===== src/lfr_pkg.sv =====
// Package for the line-up fault, resonance and general pin monitor.
// Assumes a single 10 MHz core clock and plain configuration ports from the host register file.
package lfr_pkg;

	// ------------------------------------------------------------
	// Timing
	// ------------------------------------------------------------
	localparam int CLK_NS          = 100;
	localparam int SETTLE_TIME_NS  = 2000;
	localparam int SETTLE_CYCLES   = (SETTLE_TIME_NS + CLK_NS - 1) / CLK_NS;
	localparam int BOOST_STEPS     = 16;
	localparam int STEP_TIME_NS    = 20000;
	localparam int STEP_CYCLES     = STEP_TIME_NS / CLK_NS;
	localparam int PK_CH           = 3;
	localparam int REF_W           = 6;

	// ------------------------------------------------------------
	// Peak channel indices
	// ------------------------------------------------------------
	localparam int PK_AMP          = 0;
	localparam int PK_FILT         = 1;
	localparam int PK_RECV         = 2;

	// ------------------------------------------------------------
	// General pin output sources
	// ------------------------------------------------------------
	typedef enum logic [2:0] {
		GP_SRC_LOW,
		GP_SRC_HIGH,
		GP_SRC_OSC,
		GP_SRC_OSC_DIV4,
		GP_SRC_DRAIN_CMP,
		GP_SRC_BOOST_DISC,
		GP_SRC_PK_TEST
	} lfr_gp_src_t;

	typedef struct packed {
		logic        is_output;
		lfr_gp_src_t src;
		logic        to_converter;
	} lfr_gp_cfg_t;

	typedef struct packed {
		logic             enable;
		logic             sleep_off;
		logic [PK_CH-1:0][REF_W-1:0] ref_level;
		logic [PK_CH-1:0][REF_W-1:0] diode_comp;
		logic [1:0]       test_sel;
	} lfr_pk_cfg_t;

	typedef struct packed {
		logic enable;
		logic fast_off;
		logic slow_off;
		logic sleep_off;
	} lfr_res_cfg_t;

	localparam logic [1:0] DIV4_LAST = 2'h3;

endpackage : lfr_pkg


===== src/lfr_sync.sv =====
// Two-stage level synchroniser, a vector of independent bits.
// Assumes inputs change asynchronously to clk_sys.
`timescale 1ns/1ps
module lfr_sync #(
	parameter int W = 1
) (
	input  wire logic         clk_sys,
	input  wire logic         resetn,
	input  wire logic         ce,
	input  wire logic [W-1:0] d,
	output logic      [W-1:0] q
);
	logic [W-1:0] meta_r;

	always_ff @(posedge clk_sys)
	begin
		if (!resetn)
		begin
			meta_r <= '0;
			q      <= '0;
		end
		else if (ce)
		begin
			meta_r <= d;
			q      <= meta_r;
		end
	end
endmodule : lfr_sync


===== src/lfr_monitor.sv =====
// Peak detector auto protection, out-of-resonance detection and general pin routing.
// Assumes host register bits arrive as plain ports; comparator flags and gate-edge flip-flops are asynchronous.
`timescale 1ns/1ps
module lfr_monitor
	import lfr_pkg::*;
(
	input  wire logic                 clk_sys,
	input  wire logic                 resetn,
	input  wire logic                 ce,
	input  wire logic                 sleep_pin,
	input  wire logic                 sleep_pol_low,
	input  wire lfr_pkg::lfr_pk_cfg_t pk_cfg,
	input  wire logic [2:0]           pk_cmp_async,
	output logic                      pk_active,
	output logic [2:0]                pk_flag,
	output logic [2:0][5:0]           pk_ref_out,
	input  wire logic                 amp_en_wr,
	input  wire logic                 amp_en_val,
	input  wire logic                 boost_en_wr,
	input  wire logic                 boost_en_val,
	input  wire logic                 relay_on_in,
	input  wire logic                 boost_ramp_done,
	output logic                      amp_en,
	output logic                      boost_en,
	output logic                      relay_force_off,
	output logic                      pd_busy,
	input  wire lfr_pkg::lfr_res_cfg_t res_cfg,
	input  wire logic                 slow_ff_async,
	input  wire logic                 fast_ff_async,
	output logic                      gate_bias_en,
	output logic                      res_det_armed,
	output logic                      resonance_shift_sense,
	output logic                      resonance_shift_irq,
	output logic                      fast_detect_live,
	output logic                      slow_detect_live,
	input  wire logic                 irq_read,
	input  wire lfr_pkg::lfr_gp_cfg_t gp1_cfg,
	input  wire lfr_pkg::lfr_gp_cfg_t gp2_cfg,
	input  wire logic                 gp_sleep_off,
	input  wire logic                 osc_clock_node,
	input  wire logic                 drain_cmp,
	input  wire logic                 boost_disc_hi,
	input  wire logic                 boost_disc_lo,
	input  wire logic                 pk_env_test,
	input  wire logic                 pk_ref_test,
	input  wire logic                 general_pin_one_in,
	input  wire logic                 general_pin_two_in,
	output logic                      general_pin_one_out,
	output logic                      general_pin_one_oe,
	output logic                      general_pin_two_out,
	output logic                      general_pin_two_oe,
	output logic [1:0]                gp_to_converter,
	output logic [1:0]                gp_sense,
	output logic [1:0]                gp_irq
);
	// ------------------------------------------------------------
	// Synchronisers and sleep
	// ------------------------------------------------------------
	logic [2:0] pk_cmp_s;
	logic [1:0] res_s;
	logic [1:0] gp_in_s;
	logic       sleep;

	lfr_sync #(.W(7)) u_sync (
		.clk_sys (clk_sys),
		.resetn  (resetn),
		.ce      (ce),
		.d       ({pk_cmp_async, slow_ff_async, fast_ff_async, general_pin_two_in, general_pin_one_in}),
		.q       ({pk_cmp_s, res_s, gp_in_s})
	);

	assign sleep = sleep_pin ^ sleep_pol_low;

	// ------------------------------------------------------------
	// Peak detectors
	// ------------------------------------------------------------
	always_comb
	begin
		pk_active = pk_cfg.enable && !(sleep && pk_cfg.sleep_off);
		pk_flag   = pk_active ? pk_cmp_s : 3'h0;
	end

	// Reference sits above the threshold by the diode drop lost in the rectifier.
	always_comb
	begin
		for (int i = 0; i < PK_CH; i++)
			pk_ref_out[i] = pk_cfg.ref_level[i] + pk_cfg.diode_comp[i];
	end

	logic amp_fault;
	logic rx_fault;
	assign amp_fault = pk_flag[PK_AMP] | pk_flag[PK_FILT];
	assign rx_fault  = pk_flag[PK_RECV];

	// ------------------------------------------------------------
	// Auto protection
	// ------------------------------------------------------------
	typedef enum logic [1:0] {PD_IDLE, PD_RAMP, PD_DRV_OFF} lfr_pd_t;
	lfr_pd_t pd_r;
	logic    amp_req_r;
	logic    boost_req_r;
	logic    relay_off_r;
	logic    trig;
	logic    block_hold;

	// Relay off: amp fault or any receive fault while off; on: only amp fault.
	assign trig       = amp_en && boost_en && (relay_on_in ? amp_fault : (amp_fault | rx_fault));
	assign block_hold = !(amp_en || boost_en) && (relay_on_in ? amp_fault : rx_fault);
	assign pd_busy    = pd_r != PD_IDLE;

	// Written enables are parked here and applied only when the protection allows.
	always_ff @(posedge clk_sys)
	begin
		if (!resetn)
		begin
			amp_req_r   <= 1'b0;
			boost_req_r <= 1'b0;
		end
		else if (ce)
		begin
			if (trig)
			begin
				amp_req_r   <= amp_en_wr ? amp_en_val : 1'b0;
				boost_req_r <= boost_en_wr ? boost_en_val : 1'b0;
			end
			else
			begin
				if (amp_en_wr)
					amp_req_r <= amp_en_val;
				if (boost_en_wr)
					boost_req_r <= boost_en_val;
			end
		end
	end

	always_ff @(posedge clk_sys)
	begin
		if (!resetn)
			pd_r <= PD_IDLE;
		else if (ce)
		begin
			case (pd_r)
				PD_IDLE:
					if (trig)
						pd_r <= PD_RAMP;
				PD_RAMP:
					if (boost_ramp_done)
						pd_r <= PD_DRV_OFF;
				PD_DRV_OFF:
					pd_r <= PD_IDLE;
				default:
					pd_r <= PD_IDLE;
			endcase
		end
	end

	always_ff @(posedge clk_sys)
	begin
		if (!resetn)
		begin
			amp_en   <= 1'b0;
			boost_en <= 1'b0;
		end
		else if (ce)
		begin
			if (trig)
				boost_en <= 1'b0;
			else if (pd_r == PD_RAMP)
				boost_en <= 1'b0;
			else if (pd_r == PD_DRV_OFF)
			begin
				amp_en   <= 1'b0;
				boost_en <= 1'b0;
			end
			else if (!block_hold)
			begin
				amp_en   <= amp_req_r;
				boost_en <= boost_req_r;
			end
		end
	end

	always_ff @(posedge clk_sys)
	begin
		if (!resetn)
			relay_off_r <= 1'b0;
		else if (ce)
		begin
			if (block_hold && relay_on_in && amp_fault)
				relay_off_r <= 1'b1;
			else if (!pk_active)
				relay_off_r <= 1'b0;
		end
	end
	assign relay_force_off = relay_off_r;

	// ------------------------------------------------------------
	// Out-of-resonance detection
	// ------------------------------------------------------------
	logic [$clog2(SETTLE_CYCLES+1)-1:0] settle_r;
	logic res_en;
	logic slow_hit;
	logic fast_hit;
	logic sense_r;
	logic irq_r;

	assign res_en       = res_cfg.enable && !(sleep && res_cfg.sleep_off);
	assign gate_bias_en = res_en;
	assign res_det_armed = res_en && (settle_r == '0);
	assign slow_hit     = res_det_armed && !res_cfg.slow_off && res_s[1];
	assign fast_hit     = res_det_armed && !res_cfg.fast_off && res_s[0];

	// The detector flops glitch while bias settles, so events are masked until the count expires.
	always_ff @(posedge clk_sys)
	begin
		if (!resetn)
			settle_r <= ($clog2(SETTLE_CYCLES+1))'(SETTLE_CYCLES);
		else if (ce)
		begin
			if (!res_en)
				settle_r <= ($clog2(SETTLE_CYCLES+1))'(SETTLE_CYCLES);
			else if (settle_r != '0)
				settle_r <= settle_r - 1'b1;
		end
	end

	always_ff @(posedge clk_sys)
	begin
		if (!resetn)
		begin
			sense_r <= 1'b0;
			irq_r   <= 1'b0;
		end
		else if (ce)
		begin
			if (slow_hit)
				sense_r <= 1'b1;
			else if (fast_hit)
				sense_r <= 1'b0;
			if (slow_hit || fast_hit)
				irq_r <= 1'b1;
			else if (irq_read)
				irq_r <= 1'b0;
		end
	end

	// Slow wins the sense bit when both fire together; the live bits still show each.
	always_ff @(posedge clk_sys)
	begin
		if (!resetn)
		begin
			fast_detect_live <= 1'b0;
			slow_detect_live <= 1'b0;
		end
		else if (ce)
		begin
			fast_detect_live <= fast_hit;
			slow_detect_live <= slow_hit;
		end
	end
	assign resonance_shift_sense = sense_r;
	assign resonance_shift_irq   = irq_r;

	// ------------------------------------------------------------
	// General pins
	// ------------------------------------------------------------
	logic [1:0] div_r;
	logic [1:0] gp_prev_r;
	logic [1:0] gp_irq_r;
	logic       gp_off;

	assign gp_off = sleep && gp_sleep_off;

	always_ff @(posedge clk_sys)
	begin
		if (!resetn)
			div_r <= 2'h0;
		else if (ce)
			div_r <= div_r + 2'h1;
	end

	function automatic logic gp_pick(input lfr_gp_src_t s, input logic disc, input logic drain, input logic test,
		input logic [1:0] div);
		case (s)
			GP_SRC_LOW:        gp_pick = 1'b0;
			GP_SRC_HIGH:       gp_pick = 1'b1;
			GP_SRC_OSC:        gp_pick = osc_clock_node;
			GP_SRC_OSC_DIV4:   gp_pick = div[1];
			GP_SRC_DRAIN_CMP:  gp_pick = drain;
			GP_SRC_BOOST_DISC: gp_pick = disc;
			GP_SRC_PK_TEST:    gp_pick = test;
			default:           gp_pick = 1'b0;
		endcase
	endfunction : gp_pick

	always_ff @(posedge clk_sys)
	begin
		if (!resetn)
		begin
			general_pin_one_out <= 1'b0;
			general_pin_two_out <= 1'b0;
		end
		else if (ce)
		begin
			general_pin_one_out <= gp_pick(gp1_cfg.src, boost_disc_hi, 1'b0,
				pk_cfg.test_sel != 2'h0 ? pk_env_test : 1'b0, div_r);
			general_pin_two_out <= gp_pick(gp2_cfg.src, boost_disc_lo, drain_cmp,
				pk_cfg.test_sel != 2'h0 ? pk_ref_test : 1'b0, div_r);
		end
	end

	assign general_pin_one_oe = gp1_cfg.is_output && !gp_off;
	assign general_pin_two_oe = gp2_cfg.is_output && !gp_off;
	assign gp_to_converter[0] = !gp_off && !gp1_cfg.is_output && gp1_cfg.to_converter;
	assign gp_to_converter[1] = !gp_off && (gp2_cfg.is_output ? (gp2_cfg.src == GP_SRC_DRAIN_CMP && gp2_cfg.to_converter)
		: gp2_cfg.to_converter);

	always_ff @(posedge clk_sys)
	begin
		if (!resetn)
		begin
			gp_prev_r <= 2'h0;
			gp_irq_r  <= 2'h0;
		end
		else if (ce)
		begin
			gp_prev_r <= gp_in_s;
			for (int i = 0; i < 2; i++)
			begin
				if ((i == 0 ? !gp1_cfg.is_output : !gp2_cfg.is_output) && !gp_off && gp_in_s[i] != gp_prev_r[i])
					gp_irq_r[i] <= 1'b1;
				else if (irq_read)
					gp_irq_r[i] <= 1'b0;
			end
		end
	end
	assign gp_sense = gp_in_s;
	assign gp_irq   = gp_irq_r;

	// ------------------------------------------------------------
	// Checks
	// ------------------------------------------------------------
	chk_amp_fault_or: assert property (@(posedge clk_sys) disable iff (!resetn)
		amp_fault == (pk_active && (pk_cmp_s[PK_AMP] || pk_cmp_s[PK_FILT]))) else $error("amp fault not OR");
	chk_pk_inactive_flags: assert property (@(posedge clk_sys) disable iff (!resetn)
		!pk_active |-> pk_flag == 3'h0) else $error("flag while disabled");
	chk_pd_boost_off: assert property (@(posedge clk_sys) disable iff (!resetn)
		ce && trig |=> !boost_en) else $error("boost stays on after fault");
	chk_pd_amp_order: assert property (@(posedge clk_sys) disable iff (!resetn)
		ce && pd_r == PD_RAMP && !boost_ramp_done |=> pd_r == PD_RAMP) else $error("ramp left early");
	chk_pd_hold_en: assert property (@(posedge clk_sys) disable iff (!resetn)
		pd_r == PD_RAMP |=> !boost_en) else $error("enable applied mid ramp");
	chk_res_irq_set: assert property (@(posedge clk_sys) disable iff (!resetn)
		ce && (slow_hit || fast_hit) |=> resonance_shift_irq) else $error("irq not set");
	chk_res_sense_slow: assert property (@(posedge clk_sys) disable iff (!resetn)
		ce && slow_hit |=> resonance_shift_sense) else $error("sense not set on slow");
	chk_res_sense_fast: assert property (@(posedge clk_sys) disable iff (!resetn)
		ce && fast_hit && !slow_hit |=> !resonance_shift_sense) else $error("sense not cleared on fast");
	chk_res_settle_mask: assert property (@(posedge clk_sys) disable iff (!resetn)
		$rose(res_en) |-> !res_det_armed [*8]) else $error("detection armed before settling");
	chk_bias_follow: assert property (@(posedge clk_sys) disable iff (!resetn)
		!res_en |-> !gate_bias_en && !fast_hit && !slow_hit) else $error("bias on while disabled");
	chk_gp_sleep_off: assert property (@(posedge clk_sys) disable iff (!resetn)
		gp_off |-> !general_pin_one_oe && !general_pin_two_oe) else $error("pin driven in sleep");
endmodule : lfr_monitor


===== config.mk =====
export PLATFORM = sky130hd
export DESIGN_NAME = lfr_monitor
export DESIGN_NICKNAME = d
export VERILOG_FILES = /design/src/lfr_pkg.sv /design/src/lfr_sync.sv /design/src/lfr_monitor.sv
export SDC_FILE = /design/constraint.sdc
export NUM_CORES = 1
export LEC_CHECK = 0
export ABC_AREA = 1
export BUFFER_PORTS_ARGS = -buffer_cell sky130_fd_sc_hd__clkbuf_2
export CAP_MARGIN = 10
export CORE_MARGIN = 2
export CORE_UTILIZATION = 46
export CTS_CLUSTER_DIAMETER = 50
export DETAILED_ROUTE_END_ITERATION = 16
export GPL_TIMING_DRIVEN = 0
export HOLD_SLACK_MARGIN = 0.12
export PLACE_DENSITY = 0.81
export SYNTH_ARGS = -nofsm -noshare
export SYNTH_HDL_FRONTEND = slang
export SYNTH_SLANG_ARGS = --single-unit

===== constraint.sdc =====
create_clock -name clk_sys -period 2.06 [get_ports clk_sys]
set_input_delay 0.412 -clock clk_sys [delete_from_list [all_inputs] [get_ports clk_sys]]
set_output_delay 0.412 -clock clk_sys [all_outputs]
set_load 0.01 [all_outputs]

==> results of run 1 <==
==> metal layers <==
layer / track usage [%] / part of all wire [%] / vias up
met5: 0 / 0 / -
met4: 6.18 / 1.3 / 0
met3: 5.92 / 7.6 / 11
met2: 40.4 / 48 / 105
met1: 24.5 / 43 / 1174
li1: - / - / 1337
==> where the power goes <==
group / total [mW] / internal (mW) / switching, mW
Sequential: 0.799 / 0.774 / 0.0252
Combinational: 0.546 / 0.249 / 0.297
Clock: 0.629 / 0.362 / 0.266
==> Yosys cell counts <==
cell,count
inv_2,1
fa_1,3
o2111ai_1,1
nand2_1,45
o21ai_1,2
clkbuf_1,4
o211ai_2,1
inv_4,1
or2_2,1
a32oi_1,1
nor2_1,41
buf_2,3
and2_4,1
xnor2_1,7
nor2_4,1
a21o_1,2
o221ai_1,1
nand3b_1,1
nand2_2,2
buf_1,1
o31ai_1,1
dfxtp_1,38
a211oi_1,1
a21boi_0,2
inv_1,46
nand3_1,16
ha_1,20
nand4_1,7
nor3_1,1
o21ai_0,32
xor2_1,10
buf_4,1
nand2_4,2
a21oi_1,34
==> critical path: stages <==
cell and delay (ns):
clkbuf_2 0.10, ha_4 0.25, a21oi_2 0.15, nand2_2 0.08
a21o_1 0.17, a21oi_2 0.12, xor2_1 0.14, clkbuf_2 0.14
==> through the flow <==
step / instance area, µm² / instances / utilization [%]
2_1_floorplan: 2390 / 331 / -
3_3_place_gp: 3080 / 521 / 60.6
3_5_place_dp: 3080 / 521 / 60.6
4_1_cts: 3220 / 529 / 63.5
5_1_grt: 3260 / 529 / 64.3
6_report: 3260 / 529 / 64.3
==> cells by family (layout without fill, tap and decap cells) <==
| group | Yosys count | in the layout | share of synthesized area [%] |
|---|---|---|---|
| fa+ha+maj | 23 | 23 | 13.0 |
| buf+inv | 57 | 185 | 9.38 |
| compound gates | 78 | 78 | 17.8 |
| flops | 38 | 38 | 31.8 |
| simple gates | 118 | 118 | 21.8 |
| xor+xnor | 17 | 17 | 6.23 |
==> cell type report <==
class                      instances  area (µm²)  area share (%)
multi-input combinational        236        1480            45.4
sequential                        38         761            23.3
timing repair buffer             120         601            18.4
inverter                          48         183            5.60
tap                               70        87.6            2.69
clock buffer                       7        76.3            2.34
buffer                             9        41.3            1.27
clock inverter                     1        30.0           0.921
==> repair_timing <==
action,in CTS,in global routing
setup endpoints to repair,5,6
pin swaps,0,2
gates resized for setup,6,15
==> sequential cells by signal, indices dropped and copies added, names as in the netlist, 2 cells and up <==
name,count
u_sync.meta_r,7
pd_r,2
gp_prev_r,2
div_r,2
settle_r,5
gp_irq,2
u_sync.q,7
==> worst max path at each step <==
stage                     slack (ns)  cells past startpoint        endpoint
after floorplan                 0.15                      6   pk_ref_out[5]
after global placement         -0.03                      8   pk_ref_out[5]
after detailed placement       -0.09                      8   pk_ref_out[5]
after CTS                       0.02                      8   pk_ref_out[5]
after global routing           -0.03                      7  pk_ref_out[16]
final                           0.07                      8   pk_ref_out[5]
==> flow_metrics.env, run 1 <==
export IMPL_status="finished, final reports clean"
export IMPL_fin_ws_ns=0.0661
export IMPL_hold_viol_final=0
export IMPL_yosysSeqAreaShare_pct=31.8
export IMPL_vias=2627
export IMPL_ys_types=34
export IMPL_wl_um=6130
export IMPL_drive_gt1_share_pct=33.8
export IMPL_r2r_slack_ns=0.64
export IMPL_p_leak_nw=1.70
export IMPL_route_detailed_drc=0
export IMPL_initial_core_util_pct=47.1
export IMPL_clk_latency_ns=0.30
export IMPL_period_share_pct=96.8
export IMPL_min_from="general_pin_one_in"
export IMPL_finalSetupTns_ns=0
export IMPL_layout_commonest_cell="clkbuf_2"
export IMPL_crit_arrival_ns=1.58
export IMPL_drtIter0Drc=96
export IMPL_gp_congestion=0.806
export IMPL_ys_seq_elements=38
export IMPL_hold_depth=3
export IMPL_portBuffers=120
export IMPL_pre_cts_ws_ns=-0.0927
export IMPL_worstPathMaxFanout=4
export IMPL_htree_num_levels=2
export IMPL_numCtsBuffers=5
export IMPL_slew_headroom_pct=66.8
export IMPL_dr_pass1_iters=4
export IMPL_crit_path_start="pk_cfg[4]"
export IMPL_grt_overflow=0
export IMPL_antenna_cells=0
export IMPL_synth_top_area_cell="dfxtp_1"
export IMPL_grt_pass1_wl_um=10700
export IMPL_first_global_vias=2608
export IMPL_io_pins=122
export IMPL_die_x_um=76.1
export IMPL_netlist_area_um2=2390
export IMPL_hpwlAfterDp_um=4860
export IMPL_finalCriticalPeriod_ns=1.99
export IMPL_p_per_area_nw_per_um2=605
export IMPL_max_freq_mhz=502
export IMPL_synth_top_cell_area_share_pct=31.8
export IMPL_num_nets_final=561
export IMPL_fin_skew_ns=0.00954
export IMPL_setup_viol=0
export IMPL_postCtsSetupRepairBufs=0
export IMPL_irDropWorstVdd_v=0.000517
export IMPL_r2r_end="resonance_shift_sense$_SDFFE_PN0P_"
export IMPL_max_clock_path_buffers=2
export IMPL_holdWs_ns=0.335
export IMPL_worstHoldPathType="in2reg"
export IMPL_whs_endpoint="u_sync.meta_r[0]$_SDFFE_PN0P_"
export IMPL_root_buffer="clkbuf_8"
export IMPL_fillers=444
export IMPL_tightest_slew_ns=0.498
export IMPL_syn_area_per_cell_um2=7.22
export IMPL_core_um2=5070
export IMPL_ctsHoldBuffers=0
export IMPL_netlist_top_cells_area="dfxtp_1, ha_1, inv_1"
export IMPL_power_total_mw=1.97
export IMPL_die_height_um=76.1
export IMPL_design_die_area_um2=5790
export IMPL_cts_sinks=38
export IMPL_clkSlewWorstSetupHoldPaths_ns=0.07
export IMPL_vias_per_cell=4.97
export IMPL_grt_start_max_net_pins=12
export IMPL_antenna_found_initial=0
export IMPL_slew_viol_final=0
export IMPL_num_rows=26
export IMPL_cts_tree="done"
export IMPL_end_kind="output port"
export IMPL_drt_antenna_violating_nets=0
export IMPL_crit_path_start_kind="input port"
export IMPL_reg2reg_depth=9
export IMPL_maxCapViolCount=0
export IMPL_yosys_warnings=0
export IMPL_area_delta_synth_final_pct=36.5
export IMPL_reg2reg_from="settle_r[0]$_SDFFE_PN0P_"
export IMPL_layout_common_cells="clkbuf_2, inv_1, nand2_1"
export IMPL_routedWlPerCell_um=11.6
export IMPL_worstSetupPathType="in2out"
export IMPL_critical_path_required_ns=1.65
export IMPL_synth_fp_nets=434
export IMPL_grt_usage_pct=21.8
export IMPL_synthCells=331
No activity file was read; power rests on OpenSTA's default activity.
==> run 2: changes to the inputs <==
RECOVER_POWER = 100   (was default)
==> run 2 against run 1 <==
Combinational power down 3%. Flip-flop and latch count unchanged. Clock-buffer cell count unchanged. Utilization down 1.3 points. Global-route usage unchanged. Fmax about the same. Largest cell class unchanged. Register-to-register slack worse by 0.40 ns. Clock power about the same. Via count down 0.69%. Sequential power about the same. First-iteration DRC count up 1.0%. Routed wire length up 0.62%. Critical path type unchanged.
==> flow_metrics.env, run 2 (same netlist as run 1, synthesis figures left out) <==
export IMPL_io_pins=122
export IMPL_maxCapViolCount=0
export IMPL_num_nets_final=561
export IMPL_seqPwrFrac_pct=40.8
export IMPL_wl_um=6170
export IMPL_drt_antenna_violating_nets=0
export IMPL_clk_latency_ns=0.30
export IMPL_vias_per_cell=4.93
export IMPL_core_um2=5070
export IMPL_finalSetupTns_ns=0
export IMPL_p_int_mw=1.37
export IMPL_end_kind="output port"
export IMPL_hpwlAfterDp_um=4860
export IMPL_slew_viol_final=0
export IMPL_worstPathMaxFanout=4
export IMPL_clkSlewWorstSetupHoldPaths_ns=0.07
export IMPL_period_share_pct=96.9
export IMPL_first_global_vias=2608
export IMPL_vias=2609
export IMPL_slew_headroom_pct=67.7
export IMPL_crit_path_start_kind="input port"
export IMPL_finalCriticalPeriod_ns=2.00
export IMPL_comb_power_share_pct=27.0
export IMPL_p_clk_share_pct=32.2
export IMPL_reg_largest_list="u_sync.meta_r: 7 flops, u_sync.q: 7 flops, settle_r: 5 flops"
export IMPL_layout_common_cells="clkbuf_2, inv_1, nand2_1"
export IMPL_drtIter0Drc=97
export IMPL_grt_usage_pct=21.8
export IMPL_crit_arrival_ns=1.58
export IMPL_hold_viol_final=0
export IMPL_place_inst=521
export IMPL_power_share_switching_pct=30.1
export IMPL_max_freq_mhz=501
export IMPL_root_buffer="clkbuf_8"
export IMPL_numCtsBuffers=5
export IMPL_num_rows=26
export IMPL_grt_pass1_wl_um=10700
export IMPL_initial_core_util_pct=47.1
export IMPL_grt_overflow=0
export IMPL_ctsHoldBuffers=0
export IMPL_route_detailed_drc=0
export IMPL_critical_path_required_ns=1.65
export IMPL_instances_no_fill=529
export IMPL_die_height_um=76.1
export IMPL_antenna_cells=0
export IMPL_irDropWorstVdd_v=0.000513
export IMPL_htree_num_levels=2
export IMPL_cts_tree="done"
export IMPL_max_clock_path_buffers=2
export IMPL_grt_start_max_net_pins=12
export IMPL_layout_commonest_cell="clkbuf_2"
export IMPL_worstSetupPathType="in2out"
export IMPL_final_util_pct=62.9
export IMPL_status="finished, final reports clean"
export IMPL_design_die_area_um2=5790
export IMPL_antenna_found_initial=0
export IMPL_p_leak_nw=1.58
export IMPL_tightest_slew_ns=0.485
export IMPL_holdWs_ns=0.336
export IMPL_routedWlPerCell_um=11.7
export IMPL_cts_sinks=38
export IMPL_worstHoldPathType="in2reg"
export IMPL_net_switching_power_mw=0.588
export IMPL_gp_congestion=0.806
export IMPL_die_x_um=76.1
export IMPL_area_delta_synth_final_pct=33.7
export IMPL_dr_pass1_iters=4
export IMPL_setup_viol=0
export IMPL_p_per_area_nw_per_um2=613
export IMPL_portBuffers=120
export IMPL_fin_skew_ns=0.0102
export IMPL_drive_gt1_share_pct=25.1
run 2: cell count changes in the layout (fill, tap and decap cells not counted), sizes merged:
cell      previous run  this run
buf                  9         5
clkbuf             127       131
inv                 48        46
clkinv               0         1
clkinvlp             0         1
run 2: area by class of cell:
class                           instances  area, µm²
Buffer                                  9       35.0
Clock inverter                          1       30.0
Clock buffer                            7       76.3
Multi-Input combinational cell        236       1460
Tap cell                               70       87.6
Inverter                               48        181
Timing Repair Buffer                  120        559
Fill cell                             465       1880
Sequential cell                        38        761
run 2: worst paths after layout:
check	start	endpoint	slack [ns]	depth (start not counted)
setup reg to reg	settle_r[0]$_SDFFE_PN0P_	settle_r[2]$_SDFFE_PN1P_	0.24	10
hold reg to reg	div_r[0]$_SDFFE_PN0P_	div_r[0]$_SDFFE_PN0P_	0.46	1
hold / removal	general_pin_two_in	u_sync.meta_r[1]$_SDFFE_PN0P_	0.34	3
setup / recovery	pk_cfg[4]	pk_ref_out[5]	0.06	8
run 2: timing repair:
action,in CTS,in global routing
pin swaps,0,2
hold endpoints to repair,0,0
buffers inserted,0,0
endpoints found under the setup margin,5,6
gates resized for setup,6,15
run 2: power by group through the flow:
stage	registers [mW]	clock network, mW	logic (mW)
2_1_floorplan	0.815	0	0.303
3_3_place_gp	0.814	0	0.504
3_5_place_dp	0.815	0	0.519
4_1_cts	0.799	0.638	0.534
5_1_grt	0.805	0.669	0.596
6_report	0.799	0.631	0.528
run 2: per-layer routing:
layer	part of all wire [%]	up-vias	wire (µm)	track usage (%)
li1	-	1336	-	-
met1	43	1169	2660	24.5
met2	48	95	2980	40.4
met3	7.4	9	456	5.92
met4	1.1	0	70	6.18
met5	0	-	0	0
run 2: critical path: stages:
cell	delay, ns
clkbuf_2	0.10
ha_4	0.25
a21oi_2	0.16
nand2_2	0.08
a21o_1	0.17
a21oi_2	0.12
xor2_1	0.14
clkbuf_2	0.14
run 2: through the flow:
| stage | area (µm²) | power [mW] | setup WS, ns |
|---|---|---|---|
| floorplan | 2390 | 1.12 | 0.151 |
| global placement | 3080 | 1.32 | -0.0344 |
| detailed placement | 3080 | 1.33 | -0.0927 |
| CTS | 3220 | 1.97 | 0.0238 |
| global route | 3190 | 2.07 | -0.0284 |
| finish | 3190 | 1.96 | 0.0646 |
